<file path="config.mk">
export PLATFORM = sky130hd
export DESIGN_NAME = sath_ctrl
export DESIGN_NICKNAME = d
export VERILOG_FILES = /design/src/sath_pkg.sv /design/src/sath_sync.sv /design/src/sath_sar.sv /design/src/sath_ctrl.sv
export VERILOG_INCLUDE_DIRS = /design/src
export SDC_FILE = /design/constraint.sdc
export NUM_CORES = 1
export LEC_CHECK = 0
export BUFFER_PORTS_ARGS = -buffer_cell sky130_fd_sc_hd__buf_4
export CELL_PAD_IN_SITES_DETAIL_PLACEMENT = 1
export CELL_PAD_IN_SITES_GLOBAL_PLACEMENT = 2
export CORE_MARGIN = 2
export CORE_UTILIZATION = 35
export CTS_CLUSTER_DIAMETER = 50
export DETAILED_ROUTE_END_ITERATION = 12
export GPL_TIMING_DRIVEN = 0
export PLACE_DENSITY = 0.77
export SYNTH_ARGS = -nofsm -noshare
export SYNTH_HDL_FRONTEND = slang
export SYNTH_SLANG_ARGS = --single-unit
</file>
<file path="constraint.sdc">
create_clock -name clk -period 1.79 [get_ports clk]
set_input_delay 0.0895 -clock clk [delete_from_list [all_inputs] [get_ports clk]]
set_output_delay 0.0895 -clock clk [all_outputs]
set_load 0.1 [all_outputs]
</file>
<file path="src/sath_cfg.svh">
`ifndef SATH_CFG_SVH
`define SATH_CFG_SVH

`define SATH_SYNC_W          5
`define SATH_PIN_SCLK        0
`define SATH_PIN_CS_N        1
`define SATH_PIN_DIN         2
`define SATH_PIN_COMP        3
`define SATH_PIN_NEG         4
// select pin resets to its idle high level, the rest low
`define SATH_SYNC_IDLE       5'h02

`define SATH_CNT_TRACK       4'h4
`define SATH_CNT_CLKSRC      4'h5
`define SATH_CNT_HOLD        4'h6
`define SATH_CNT_FULL        4'h8
`define SATH_CNT_START       4'h1
`define SATH_RESULT_BITS     4'h8

`define SATH_SEL_HI          2
`define SATH_SEL_LO          0
`define SATH_SEL_VDD_MON     3'h0
`define SATH_SEL_CH0_CH1     3'h1
`define SATH_BIPOLAR_BIT     2
`define SATH_CH_PICK_BIT     0
`define SATH_COM_BIT         1

`define SATH_MSB_ONLY        8'h80
`define SATH_ZERO_CODE       8'h00

`define SATH_CLK_PERIOD_NS   20
`define SATH_CONV_DUR_NS     35000
`define SATH_SAR_STEPS       8
`define SATH_STEP_CYCLES \
    (`SATH_CONV_DUR_NS / `SATH_CLK_PERIOD_NS / `SATH_SAR_STEPS)
`define SATH_DIV_W           8

`endif

</file>
<file path="src/sath_pkg.sv">
package sath_pkg;
    typedef enum logic [1:0] {
        SATH_HUNT = 2'b00,
        SATH_CTRL = 2'b01,
        SATH_BUSY = 2'b10
    } sath_state_t;

    typedef enum logic [1:0] {
        SATH_SI_ZERO    = 2'b00,
        SATH_SI_ONE     = 2'b01,
        SATH_SI_VDD_MON = 2'b10
    } sath_sampled_t;

    typedef enum logic [1:0] {
        SATH_RI_COM = 2'b00,
        SATH_RI_GND = 2'b01,
        SATH_RI_ONE = 2'b10
    } sath_reference_t;
endpackage

</file>
<file path="src/sath_sync.sv">
`timescale 1ns/100ps
`default_nettype none
`include "sath_cfg.svh"
module sath_sync
    import sath_pkg::*;
(
    input  wire logic                   clk,
    input  wire logic                   rst_n,
    input  wire logic                   ce,
    input  wire logic [`SATH_SYNC_W-1:0] async_in,
    output logic      [`SATH_SYNC_W-1:0] sync_out
);
    logic [`SATH_SYNC_W-1:0] meta_reg;
    logic [`SATH_SYNC_W-1:0] meta_next;
    logic [`SATH_SYNC_W-1:0] sync_reg;
    logic [`SATH_SYNC_W-1:0] sync_next;
    // a zero here would read as selected for two cycles after reset
    localparam logic [`SATH_SYNC_W-1:0] idle_lvl = `SATH_SYNC_IDLE;

    ////////////////////////////////////////////////////////////////////
    // two flops per pin; first stage is read only by the second
    genvar i;
    generate
        for (i = 0; i < `SATH_SYNC_W; i = i + 1) begin : g_bit
            always_comb begin
                meta_next[i] = ce ? async_in[i] : meta_reg[i];
                sync_next[i] = ce ? meta_reg[i] : sync_reg[i];
            end
            always_ff @(posedge clk or negedge rst_n) begin
                if (!rst_n) begin
                    meta_reg[i] <= idle_lvl[i];
                    sync_reg[i] <= idle_lvl[i];
                end else begin
                    meta_reg[i] <= meta_next[i];
                    sync_reg[i] <= sync_next[i];
                end
            end
        end
    endgenerate

    assign sync_out = sync_reg;
endmodule // sath_sync
`default_nettype wire

</file>
<file path="src/sath_sar.sv">
`timescale 1ns/100ps
`default_nettype none
`include "sath_cfg.svh"
module sath_sar
    import sath_pkg::*;
(
    input  wire logic       clk,
    input  wire logic       rst_n,
    input  wire logic       ce,
    input  wire logic       start,
    input  wire logic       step,
    input  wire logic       comp_hi,
    output logic      [7:0] trial_code,
    output logic      [7:0] result,
    output logic            done
);
    logic [7:0] trial_reg;
    logic [7:0] trial_next;
    logic [7:0] mask_reg;
    logic [7:0] mask_next;
    logic [7:0] result_reg;
    logic [7:0] result_next;
    logic       done_reg;
    logic       done_next;
    logic [7:0] kept;

    ////////////////////////////////////////////////////////////////////
    // one bit decided per step, msb first; mask empty means idle
    always_comb begin
        trial_next  = trial_reg;
        mask_next   = mask_reg;
        result_next = result_reg;
        done_next   = 1'b0;
        kept        = comp_hi ? trial_reg : (trial_reg & ~mask_reg);
        if (start) begin
            trial_next = `SATH_MSB_ONLY;
            mask_next  = `SATH_MSB_ONLY;
        end else if (step && (mask_reg != `SATH_ZERO_CODE)) begin
            mask_next  = mask_reg >> 1;
            trial_next = kept | (mask_reg >> 1);
            if (mask_reg[0]) begin
                result_next = kept; // full 8-bit word
                done_next   = 1'b1;
            end
        end
    end

    always_ff @(posedge clk or negedge rst_n) begin
        if (!rst_n) begin
            trial_reg  <= `SATH_ZERO_CODE;
            mask_reg   <= `SATH_ZERO_CODE;
            result_reg <= `SATH_ZERO_CODE;
            done_reg   <= 1'b0;
        end else if (ce) begin
            trial_reg  <= trial_next;
            mask_reg   <= mask_next;
            result_reg <= result_next;
            done_reg   <= done_next;
        end
    end

    assign trial_code = trial_reg;
    assign result     = result_reg;
    assign done       = done_reg;
endmodule // sath_sar
`default_nettype wire

</file>
<file path="src/sath_ctrl.sv">
`timescale 1ns/100ps
`default_nettype none
`include "sath_cfg.svh"
module sath_ctrl
    import sath_pkg::*;
(
    input  wire logic             clk,
    input  wire logic             rst_n,
    input  wire logic             ce,
    input  wire logic             cs_n,
    input  wire logic             sclk,
    input  wire logic             din,
    input  wire logic             comp_hi,
    input  wire logic             neg_diff,
    output logic                  dout,
    output logic                  dout_oe,
    output logic                  tracking,
    output logic                  conv_busy,
    output sath_sampled_t         sampled_input,
    output sath_reference_t       reference_input,
    output logic                  bipolar,
    output logic                  conversion_clock_source_bit,
    output logic                  reference_source_bit,
    output logic      [1:0]       power_bits,
    output logic      [7:0]       dac_code,
    output logic      [7:0]       result,
    output logic                  result_valid
);
    ////////////////////////////////////////////////////////////////////
    // pin synchronisers
    logic [`SATH_SYNC_W-1:0] pins_raw;
    logic [`SATH_SYNC_W-1:0] pins_s;
    logic                    sclk_s;
    logic                    cs_low;
    logic                    din_s;
    logic                    comp_s;
    logic                    neg_s;

    assign pins_raw = {neg_diff, comp_hi, din, cs_n, sclk};
    assign sclk_s   = pins_s[`SATH_PIN_SCLK];
    assign cs_low   = ~pins_s[`SATH_PIN_CS_N];
    assign din_s    = pins_s[`SATH_PIN_DIN];
    assign comp_s   = pins_s[`SATH_PIN_COMP];
    assign neg_s    = pins_s[`SATH_PIN_NEG];

    sath_sync u_sync (
        .clk      (clk),
        .rst_n    (rst_n),
        .ce       (ce),
        .async_in (pins_raw),
        .sync_out (pins_s)
    );

    ////////////////////////////////////////////////////////////////////
    // state
    sath_state_t     state_reg,      state_next;
    logic [3:0]      bit_cnt_reg,    bit_cnt_next;
    logic [7:0]      shift_reg,      shift_next;
    logic [2:0]      sel_reg,        sel_next;
    logic            clk_src_reg,    clk_src_next;
    logic            ref_src_reg,    ref_src_next;
    logic [1:0]      power_reg,      power_next;
    logic            track_pend_reg, track_pend_next;
    logic            hold_pend_reg,  hold_pend_next;
    logic            tracking_reg,   tracking_next;
    logic            busy_reg,       busy_next;
    logic            neg_reg,        neg_next;
    logic [`SATH_DIV_W-1:0] div_reg, div_next;
    logic [7:0]      out_shift_reg,  out_shift_next;
    logic [3:0]      out_cnt_reg,    out_cnt_next;
    logic            dout_reg,       dout_next;
    logic            dout_oe_reg,    dout_oe_next;
    logic [7:0]      result_reg,     result_next;
    logic            valid_reg,      valid_next;
    logic            sclk_prev_reg;
    sath_sampled_t   si_reg,         si_next;
    sath_reference_t ri_reg,         ri_next;
    logic            bip_reg,        bip_next;
    logic [7:0]      dac_reg;

    logic            sclk_rise;
    logic            sclk_fall;
    logic            conv_start;
    logic            div_tick;
    logic            sar_step;
    logic [7:0]      sar_trial;
    logic [7:0]      sar_result;
    logic            sar_done;
    logic [7:0]      coded;

    // edges come from the synchronised copy, never the raw pin
    assign sclk_rise = sclk_s & ~sclk_prev_reg;
    assign sclk_fall = ~sclk_s & sclk_prev_reg;

    ////////////////////////////////////////////////////////////////////
    // conversion pacing: serial clock falls or the internal divider
    assign div_tick   = busy_reg &&
        (div_reg == `SATH_DIV_W'(`SATH_STEP_CYCLES - 1));
    assign sar_step   = busy_reg &&
        (clk_src_reg ? sclk_fall : div_tick);
    assign conv_start = hold_pend_reg && sclk_fall && cs_low;

    sath_sar u_sar (
        .clk        (clk),
        .rst_n      (rst_n),
        .ce         (ce),
        .start      (conv_start),
        .step       (sar_step),
        .comp_hi    (comp_s),
        .trial_code (sar_trial),
        .result     (sar_result),
        .done       (sar_done)
    );

    // coding of the finished word
    always_comb begin
        if (!bip_reg && neg_reg)
            coded = `SATH_ZERO_CODE;
        else if (bip_reg)
            coded = sar_result ^ `SATH_MSB_ONLY;
        else
            coded = sar_result;
    end

    ////////////////////////////////////////////////////////////////////
    // configuration decode from the select field
    always_comb begin
        bip_next = (sel_reg[`SATH_BIPOLAR_BIT] == 1'b0) &&
                   (sel_reg != `SATH_SEL_VDD_MON);
        if (sel_reg == `SATH_SEL_VDD_MON)
            si_next = SATH_SI_VDD_MON;
        else if (sel_reg[`SATH_CH_PICK_BIT])
            si_next = SATH_SI_ZERO;
        else
            si_next = SATH_SI_ONE;
        if (sel_reg == `SATH_SEL_CH0_CH1)
            ri_next = SATH_RI_ONE;
        else if (sel_reg[`SATH_COM_BIT])
            ri_next = SATH_RI_COM;
        else
            ri_next = SATH_RI_GND;
    end

    ////////////////////////////////////////////////////////////////////
    // control byte reception and track/hold sequencing
    always_comb begin
        state_next      = state_reg;
        bit_cnt_next    = bit_cnt_reg;
        shift_next      = shift_reg;
        sel_next        = sel_reg;
        clk_src_next    = clk_src_reg;
        ref_src_next    = ref_src_reg;
        power_next      = power_reg;
        track_pend_next = track_pend_reg;
        hold_pend_next  = hold_pend_reg;
        tracking_next   = tracking_reg;
        busy_next       = busy_reg;
        neg_next        = neg_reg;
        result_next     = result_reg;
        valid_next      = 1'b0;
        div_next        = div_reg;
        if (!cs_low) begin
            // fresh start-bit hunt on every select low period
            state_next      = SATH_HUNT;
            bit_cnt_next    = 4'h0;
            track_pend_next = 1'b0;
            hold_pend_next  = 1'b0;
        end else begin
            case (state_reg)
                SATH_HUNT: begin
                    // zeros before the start bit do nothing
                    if (sclk_rise && din_s) begin
                        state_next   = SATH_CTRL;
                        shift_next   = {7'h00, 1'b1};
                        bit_cnt_next = `SATH_CNT_START;
                    end
                end
                SATH_CTRL: begin
                    if (sclk_rise) begin
                        shift_next   = {shift_reg[6:0], din_s};
                        bit_cnt_next = bit_cnt_reg + 4'h1;
                        if (bit_cnt_next == `SATH_CNT_TRACK) begin
                            sel_next        = shift_next[2:0];
                            track_pend_next = 1'b1;
                        end
                        if (bit_cnt_next == `SATH_CNT_CLKSRC)
                            clk_src_next = shift_next[0];
                        if (bit_cnt_next == `SATH_CNT_HOLD) begin
                            ref_src_next   = shift_next[0];
                            hold_pend_next = 1'b1;
                        end
                        if (bit_cnt_next == `SATH_CNT_FULL) begin
                            power_next = shift_next[1:0];
                            state_next = SATH_BUSY;
                        end
                    end
                end
                SATH_BUSY: begin
                    // byte complete; wait for select to rise
                    state_next = SATH_BUSY;
                end
                default: begin
                    state_next = SATH_HUNT;
                end
            endcase
            if (track_pend_reg && sclk_fall) begin
                tracking_next   = 1'b1;
                track_pend_next = 1'b0;
            end
            if (conv_start) begin
                tracking_next  = 1'b0;
                hold_pend_next = 1'b0;
                busy_next      = 1'b1;
                neg_next       = neg_s;
                div_next       = `SATH_DIV_W'(0);
            end
        end
        if (busy_reg && !conv_start)
            div_next = div_tick ? `SATH_DIV_W'(0) : div_reg + 1'b1;
        if (sar_done) begin
            tracking_next = 1'b1;
            busy_next     = 1'b0;
            result_next   = coded;
            valid_next    = 1'b1;
        end
    end

    ////////////////////////////////////////////////////////////////////
    // result shifter; while selected, output only changes on serial clock falls
    always_comb begin
        out_shift_next = out_shift_reg;
        out_cnt_next   = out_cnt_reg;
        dout_next      = dout_reg;
        dout_oe_next   = cs_low;
        if (!cs_low) begin
            out_cnt_next = 4'h0;
            dout_next    = 1'b0;
        end else if (sar_done) begin
            out_shift_next = coded;
            out_cnt_next   = `SATH_RESULT_BITS;
        end else if (sclk_fall) begin
            if (out_cnt_reg != 4'h0) begin
                dout_next      = out_shift_reg[7];
                out_shift_next = {out_shift_reg[6:0], 1'b0};
                out_cnt_next   = out_cnt_reg - 4'h1;
            end else begin
                dout_next = 1'b0;
            end
        end
    end

    ////////////////////////////////////////////////////////////////////
    // registers; clock enable freezes everything
    always_ff @(posedge clk or negedge rst_n) begin
        if (!rst_n) begin
            state_reg      <= SATH_HUNT;
            bit_cnt_reg    <= 4'h0;
            shift_reg      <= 8'h00;
            sel_reg        <= 3'h7;
            clk_src_reg    <= 1'b0;
            ref_src_reg    <= 1'b0;
            power_reg      <= 2'h0;
            track_pend_reg <= 1'b0;
            hold_pend_reg  <= 1'b0;
            tracking_reg   <= 1'b1;
            busy_reg       <= 1'b0;
            neg_reg        <= 1'b0;
            div_reg        <= `SATH_DIV_W'(0);
            out_shift_reg  <= 8'h00;
            out_cnt_reg    <= 4'h0;
            dout_reg       <= 1'b0;
            dout_oe_reg    <= 1'b0;
            result_reg     <= 8'h00;
            valid_reg      <= 1'b0;
            sclk_prev_reg  <= 1'b0;
            si_reg         <= SATH_SI_ZERO;
            ri_reg         <= SATH_RI_COM;
            bip_reg        <= 1'b0;
            dac_reg        <= 8'h00;
        end else if (ce) begin
            state_reg      <= state_next;
            bit_cnt_reg    <= bit_cnt_next;
            shift_reg      <= shift_next;
            sel_reg        <= sel_next;
            clk_src_reg    <= clk_src_next;
            ref_src_reg    <= ref_src_next;
            power_reg      <= power_next;
            track_pend_reg <= track_pend_next;
            hold_pend_reg  <= hold_pend_next;
            tracking_reg   <= tracking_next;
            busy_reg       <= busy_next;
            neg_reg        <= neg_next;
            div_reg        <= div_next;
            out_shift_reg  <= out_shift_next;
            out_cnt_reg    <= out_cnt_next;
            dout_reg       <= dout_next;
            dout_oe_reg    <= dout_oe_next;
            result_reg     <= result_next;
            valid_reg      <= valid_next;
            sclk_prev_reg  <= sclk_s;
            si_reg         <= si_next;
            ri_reg         <= ri_next;
            bip_reg        <= bip_next;
            dac_reg        <= sar_trial;
        end
    end

    assign dout                        = dout_reg;
    assign dout_oe                     = dout_oe_reg;
    assign tracking                    = tracking_reg;
    assign conv_busy                   = busy_reg;
    assign sampled_input               = si_reg;
    assign reference_input             = ri_reg;
    assign bipolar                     = bip_reg;
    assign conversion_clock_source_bit = clk_src_reg;
    assign reference_source_bit        = ref_src_reg;
    assign power_bits                  = power_reg;
    assign dac_code                    = dac_reg;
    assign result                      = result_reg;
    assign result_valid                = valid_reg;
endmodule // sath_ctrl
`default_nettype wire

</file>
After elaboration in Yosys (flattened, before gate mapping)

Index checks and enable logic that the tools add are counted.

Register bits: 100
Bits in latches: 0
RAM bits: 0
Memory bits (read-only): 0
Output and inout bits: 30
Word-level logic and storage cells: 181
Memories kept: 0

Add/subtract/negate cells: 3
Multipliers: 0
Div/mod/pow operators: 0
$lt $le $gt $ge: 0
Equality and inequality tests: 16
Shifts and indexed selects: 0
Mux-type cells: 60
Bitwise operators: 11
Reductions and logical operators: 53

Operators by type and width:

| cell                | number |
|---|---|
| $mux 8              | 14 |
| $reduce_bool 3->1   | 11 |
| $mux 1              | 28 |
| $mux 4              | 7 |
| $reduce_and 5->1    | 5 |
| $reduce_and 4->1    | 6 |
| $reduce_and 3->1    | 6 |
| $mux 2              | 8 |
| $reduce_bool 2->1   | 7 |
| $eq 4x3->1 const B  | 3 |
| $logic_and 1x1->1   | 10 |
| $ne 3x2->1 const B  | 3 |
| $add 8x1->8 const B | 1 |
| $and 8x8->8         | 1 |
| $eq 8x8->1 const B  | 1 |
| $ne 2x2->1 const B  | 4 |
| $not 8->8           | 1 |
| $or 8x7->8          | 1 |
| $pmux 4 s2          | 1 |
| $reduce_bool 8->1   | 1 |
| $not 1->1           | 6 |
| $pmux 2 s3          | 1 |
| $add 4x1->4 const B | 1 |
| $eq 4x4->1 const B  | 1 |
| 12 further kinds    | 15 |

Depth between registers and ports, before layout

Depth after elaboration: 8
Depth in mapped cells: 8
Depth with buffers taken out: 7

Cells and area by module

A second synthesis with hierarchy kept.

Cells, all modules: 460
Area, all modules: 4,778.3 µm²

Modules (own cells, without submodules):

| module    | times used | cells each | area an instance (µm²) |
|---|---|---|---|
| sath_ctrl | 1          | 325        | 3,250.6 |
| sath_sar  | 1          | 114        | 1,113.6 |
| sath_sync | 1          | 21         | 414.1 |

Least setup slack after synthesis

Ideal clock, no wire load.

Kind: register -> register
From: register busy_reg (netlist: conv_busy)
To: register u_sar.result_reg[1] (netlist: u_sar.result[1])
Library setup time: 0.125 ns
Data arrival time: 2.210 ns
Required time: 1.665 ns
Slack: -0.545 ns
Cell stages (with the launch flop): 7
Buffers on the path: 1
Path through: dfrtp_1 -> nand4_1 -> nor4_2 -> o211a_1 -> buf_6 -> nand2_8 -> mux2_4

Longest elaborated chain between the ends: 5

Ends and longest elaborated chain:

| item                                  | RTL line         | RTL |
|---|---|---|
| from (decl)                           | sath_ctrl.sv:66  | `logic busy_reg, busy_next;` |
| from (signal assigned)                | sath_ctrl.sv:291 | `busy_reg <= busy_next;` |
| $logic_and 1x1->1                     | sath_ctrl.sv:97  | `assign div_tick = busy_reg &&` |
| $mux 1                                | sath_ctrl.sv:100 | `(clk_src_reg ? sclk_fall : div_tick);` |
| $logic_and 1x1->1 (*)                 | sath_ctrl.sv:99  | `assign sar_step = busy_reg &&` |
| $logic_and 1x1->1 (*)                 | sath_sar.sv:38   | `` end else if (step && (mask_reg != `SATH_ZERO_CODE)) begin `` |
| $reduce_and 4->1 (no source line) (*) | -                |  |
| to (signal assigned)                  | sath_sar.sv:52   | `` result_reg <= `SATH_ZERO_CODE; `` |
| to (signal assigned)                  | sath_sar.sv:57   | `result_reg <= result_next;` |
| to (decl)                             | sath_sar.sv:21   | `logic [7:0] result_reg;` |

Mark *: on every way between the ends. The rest lies on a longest branch, timed or not.
A chain may end at the register's enable or synchronous reset.

Worst setup path in the final report

From: register bit_cnt_reg[1]
To: register sel_reg[1]

Longest elaborated chain between the ends: 3

Ends and longest elaborated chain:

| item                              | RTL line         | RTL |
|---|---|---|
| from (decl)                       | sath_ctrl.sv:57  | `logic [3:0] bit_cnt_reg, bit_cnt_next;` |
| from (signal assigned)            | sath_ctrl.sv:282 | `bit_cnt_reg <= bit_cnt_next;` |
| $add 4x1->4                       | sath_ctrl.sv:181 | `bit_cnt_next = bit_cnt_reg + 4'h1;` |
| $eq 4x3->1 (no source line)       | -                |  |
| $reduce_and 5->1 (no source line) | -                |  |
| to (signal assigned)              | sath_ctrl.sv:284 | `sel_reg <= sel_next;` |
| to (decl)                         | sath_ctrl.sv:59  | `logic [2:0] sel_reg, sel_next;` |

No other way between the ends.

==> results by group <==
STA
  • Max_slew headroom: 0.392
  • Setup TNS: -0.00859 ns
  • Final setup margin: -0.00354 ns
  • Final Setup Violations: 4
  • Final Hold Viols: 0
  • Least-Margin Pin Slew: 0.912 ns
  • Period Utilization, post-route: 1.00
  • Post-route minimum period: 1.79 ns
  • RSZ-0062 raised after global routing: yes
  • FMAX: 558 MHz
  • Final Max Tran Viols: 0
  • WHS: 0.00802 ns
  • Clock Skews: 0.00881 ns

Floorplanning
  • Starting density of the core: 0.355
  • Total core area: 13100 sq um
  • Io pins: 38
  • Die height: 119 microns
  • Die area: 14200 sq um
  • Core Rows: 42
  • Die W: 119 microns

Drt
  • Via count: 3570
  • Pre-antenna DRT Iters: 4
  • Routed Antenna Nets: 0
  • Final WL: 12200 microns
  • Vias per cell: 5.19
  • DRC violations left: 0
  • DR iter-0 viols: 144
  • Routed wire per std cell: 17.7 microns

Power and ir drop
  • VDD IR-drop max: 0.562 mV
  • PD cells: 1000 nW/um^2
  • Leak pwr: 2.67 nW
  • PnR Total Power: 0.00594 W

Clock tree
  • H-tree depth: 3
  • Num Clock Sinks: 100
  • Clock buffer count from CTS: 9
  • Worst skew pair latency: 0.35 ns
  • Clock Tree Buf Depth: 2
  • Clk slew on worst S/H paths: 0.06 ns
  • CTS tree: built
  • Root Driver: clkbuf_16

Worst setup path
  • Critical Path Fanout Max: 7
  • Critical path class: reg2reg
  • Startpoint Class: flop
  • Crit end category: flop
  • Worst Path Required: 2.07 ns
  • Signal arrival time at the worst endpoint: 2.07 ns

Layout
  • Antenna Cells: 0
  • Most frequent cells in the layout: dfrtp_1 (87), nand2_1 (65), buf_4 (57)
  • Post-route cell area: 5930 sq um
  • Most common cell after layout, fill and taps aside: dfrtp_1
  • Final net count: 525
  • Layout cell share with drive strength beyond 1: 0.313
  • P&R area growth vs syn: 27.5%
  • Finished Layout Cells: 688

Logic synthesis
  • Ys async rst share: 1.00
  • Avg Cell Area, Syn: 10.7 sq um
  • Post-synth EDFFs: 0
  • Top cell type's share of synthesized area: 0.506
  • Mapped Nets: 453
  • Register bit count reported by yosys: 100
  • Netlist cell types: 54
  • Leading area contributor after synthesis: dfrtp_1
  • Number of cells produced by synthesis: 435
  • Synth Flop Type: dfrtp_1
  • Synthesized area: 4650 sq um
  • Sequential area share after synthesis: 0.540
  • Synth area leaders: dfrtp_1 (51%), mux2_2 (5.8%), o21ai_0 (5.7%), nand2_1 (5.4%), dfstp_2 (3.4%)
  • Synth warn: 0

Global route
  • M2 GR Usage: 0.279
  • Vias in the first global route: 3748
  • First-pass GRT wire length: 19500 microns
  • Initial antenna violation count: 0
  • Busiest grt layer: met2
  • Total Routing Usage GR: 0.176
  • Grt met1 use: 0.241
  • GRT overflow: 0
  • Pin count of the biggest net entering global routing: 101
  • Met3 Resource Use GR: 0.0316

Placed design
  • GP Congestion: 0.792
  • Hpwl dp: 7950 microns
  • # port buffers: 37
  • Placed cell areas: 5160 sq um
  • Dpl cells: 648

Outcome
  • Status: finished, violations left
  • Failing checks: negative setup slack

Flow run
  • Maximum capacitance violations: 0

Hold path
  • Worst hold-check path type: in2reg
final cells by class:
type	instances	area, sq um
buffer	13	81.3
inverter	20	75.1
tap	176	220
multi-input combinational	299	2200
fill	1420	7160
sequential	100	2520
clock inverter	4	73.8
timing repair buffer	64	509
clock buffer	12	246
worst max-delay path, stage by stage, from the launching register on:
cell,delay [ns]
dfrtp_2,0.49
ha_4,0.21
and3b_1,0.20
o31a_1,0.24
and3_4,0.27
mux2_4,0.30
synthesized netlist by cell type, types with 2 or more instances:
cell type and n:
mux2_2 24, nand2_1 67, buf_1 2, or3_1 2, nand2b_1 5, nor3b_1 2
clkbuf_1 12, mux2_4 6, inv_1 20, a21o_1 6, a21boi_0 7, nor4_1 2
a22o_1 3, buf_6 2, o21ai_0 53, dfrtp_1 94, a211oi_1 2, nand3_1 9
nand4_1 4, nor2_1 19, a32o_1 8, and3_1 7, nor2b_1 3, a21bo_2 3
xor2_1 3, o31ai_1 3, nor3_1 6, or4_1 2, o2bb2ai_1 7, ha_1 10
a21oi_1 13, dfstp_2 6, mux2i_1 2
report_power, final:
group | leakage, nW | internal (W) | switching, W
registers | 1.31 | 0.00243 | 0.000205
logic | 1.20 | 0.000488 | 0.000694
clock network | 0.157 | 0.00127 | 0.000849
cells by family after synthesis:
kind of cell | Yosys count | share of synthesized area
xor gates and xnor gates | 4 | 0.00754
buffers and inverters | 36 | 0.0323
adders and majority gates | 10 | 0.0269
AOI/OAI and AO/OA | 116 | 0.165
muxes | 32 | 0.0818
and+or+nand+nor | 137 | 0.147
DFF | 100 | 0.540
metrics by stage:
step / utilization / setup slack, ns
3_5_place_dp: 0.394 / -0.291
3_3_place_gp: 0.394 / -0.244
6_report: 0.453 / -0.00354
2_1_floorplan: - / -0.0845
4_1_cts: 0.434 / -0.115
5_1_grt: 0.453 / -0.0821
per-layer routing:
metal / wire length [microns] / vias to the layer above / share of wire
met3: 252 / 13 / 0.021
met1: 5870 / 1839 / 0.48
met5: 0 / - / 0
met4: 188 / 0 / 0.015
li1: - / 1682 / -
met2: 5860 / 36 / 0.48
path summary, 6_finish.rpt:
| check | startpoint | endpoint | slack [ns] | depth (start not counted) |
|---|---|---|---|---|
| max in group asynchronous | rst_n | conv_busy$_DFFE_PN0P_ | 0.67 | 2 |
| hold / removal | neg_diff | u_sync.meta_reg[4]$_DFFE_PN0P_ | 0.008 | 2 |
| min in group asynchronous | rst_n | result[0]$_DFFE_PN0P_ | 0.42 | 2 |
| setup reg to reg | bit_cnt_reg[1]$_DFFE_PN0P_ | sel_reg[1]$_DFFE_PN1P_ | -0.004 | 5 |
| setup / recovery | bit_cnt_reg[1]$_DFFE_PN0P_ | sel_reg[1]$_DFFE_PN1P_ | -0.004 | 5 |
| hold reg to reg | result[0]$_DFFE_PN0P_ | result[0]$_DFFE_PN0P_ | 0.49 | 2 |
what timing repair did:
| item | CTS | global route |
|---|---|---|
| hold endpoints to repair | 4 | 94 |
| setup buffers | 8 | 13 |
| endpoints found under the setup margin | 47 | 59 |
| pin swaps | 6 | 16 |
| hold buffers | 4 | 1 |
| gates resized for setup | 28 | 40 |
| cloned | 1 | 0 |
(Power assumes the default switching activity.)
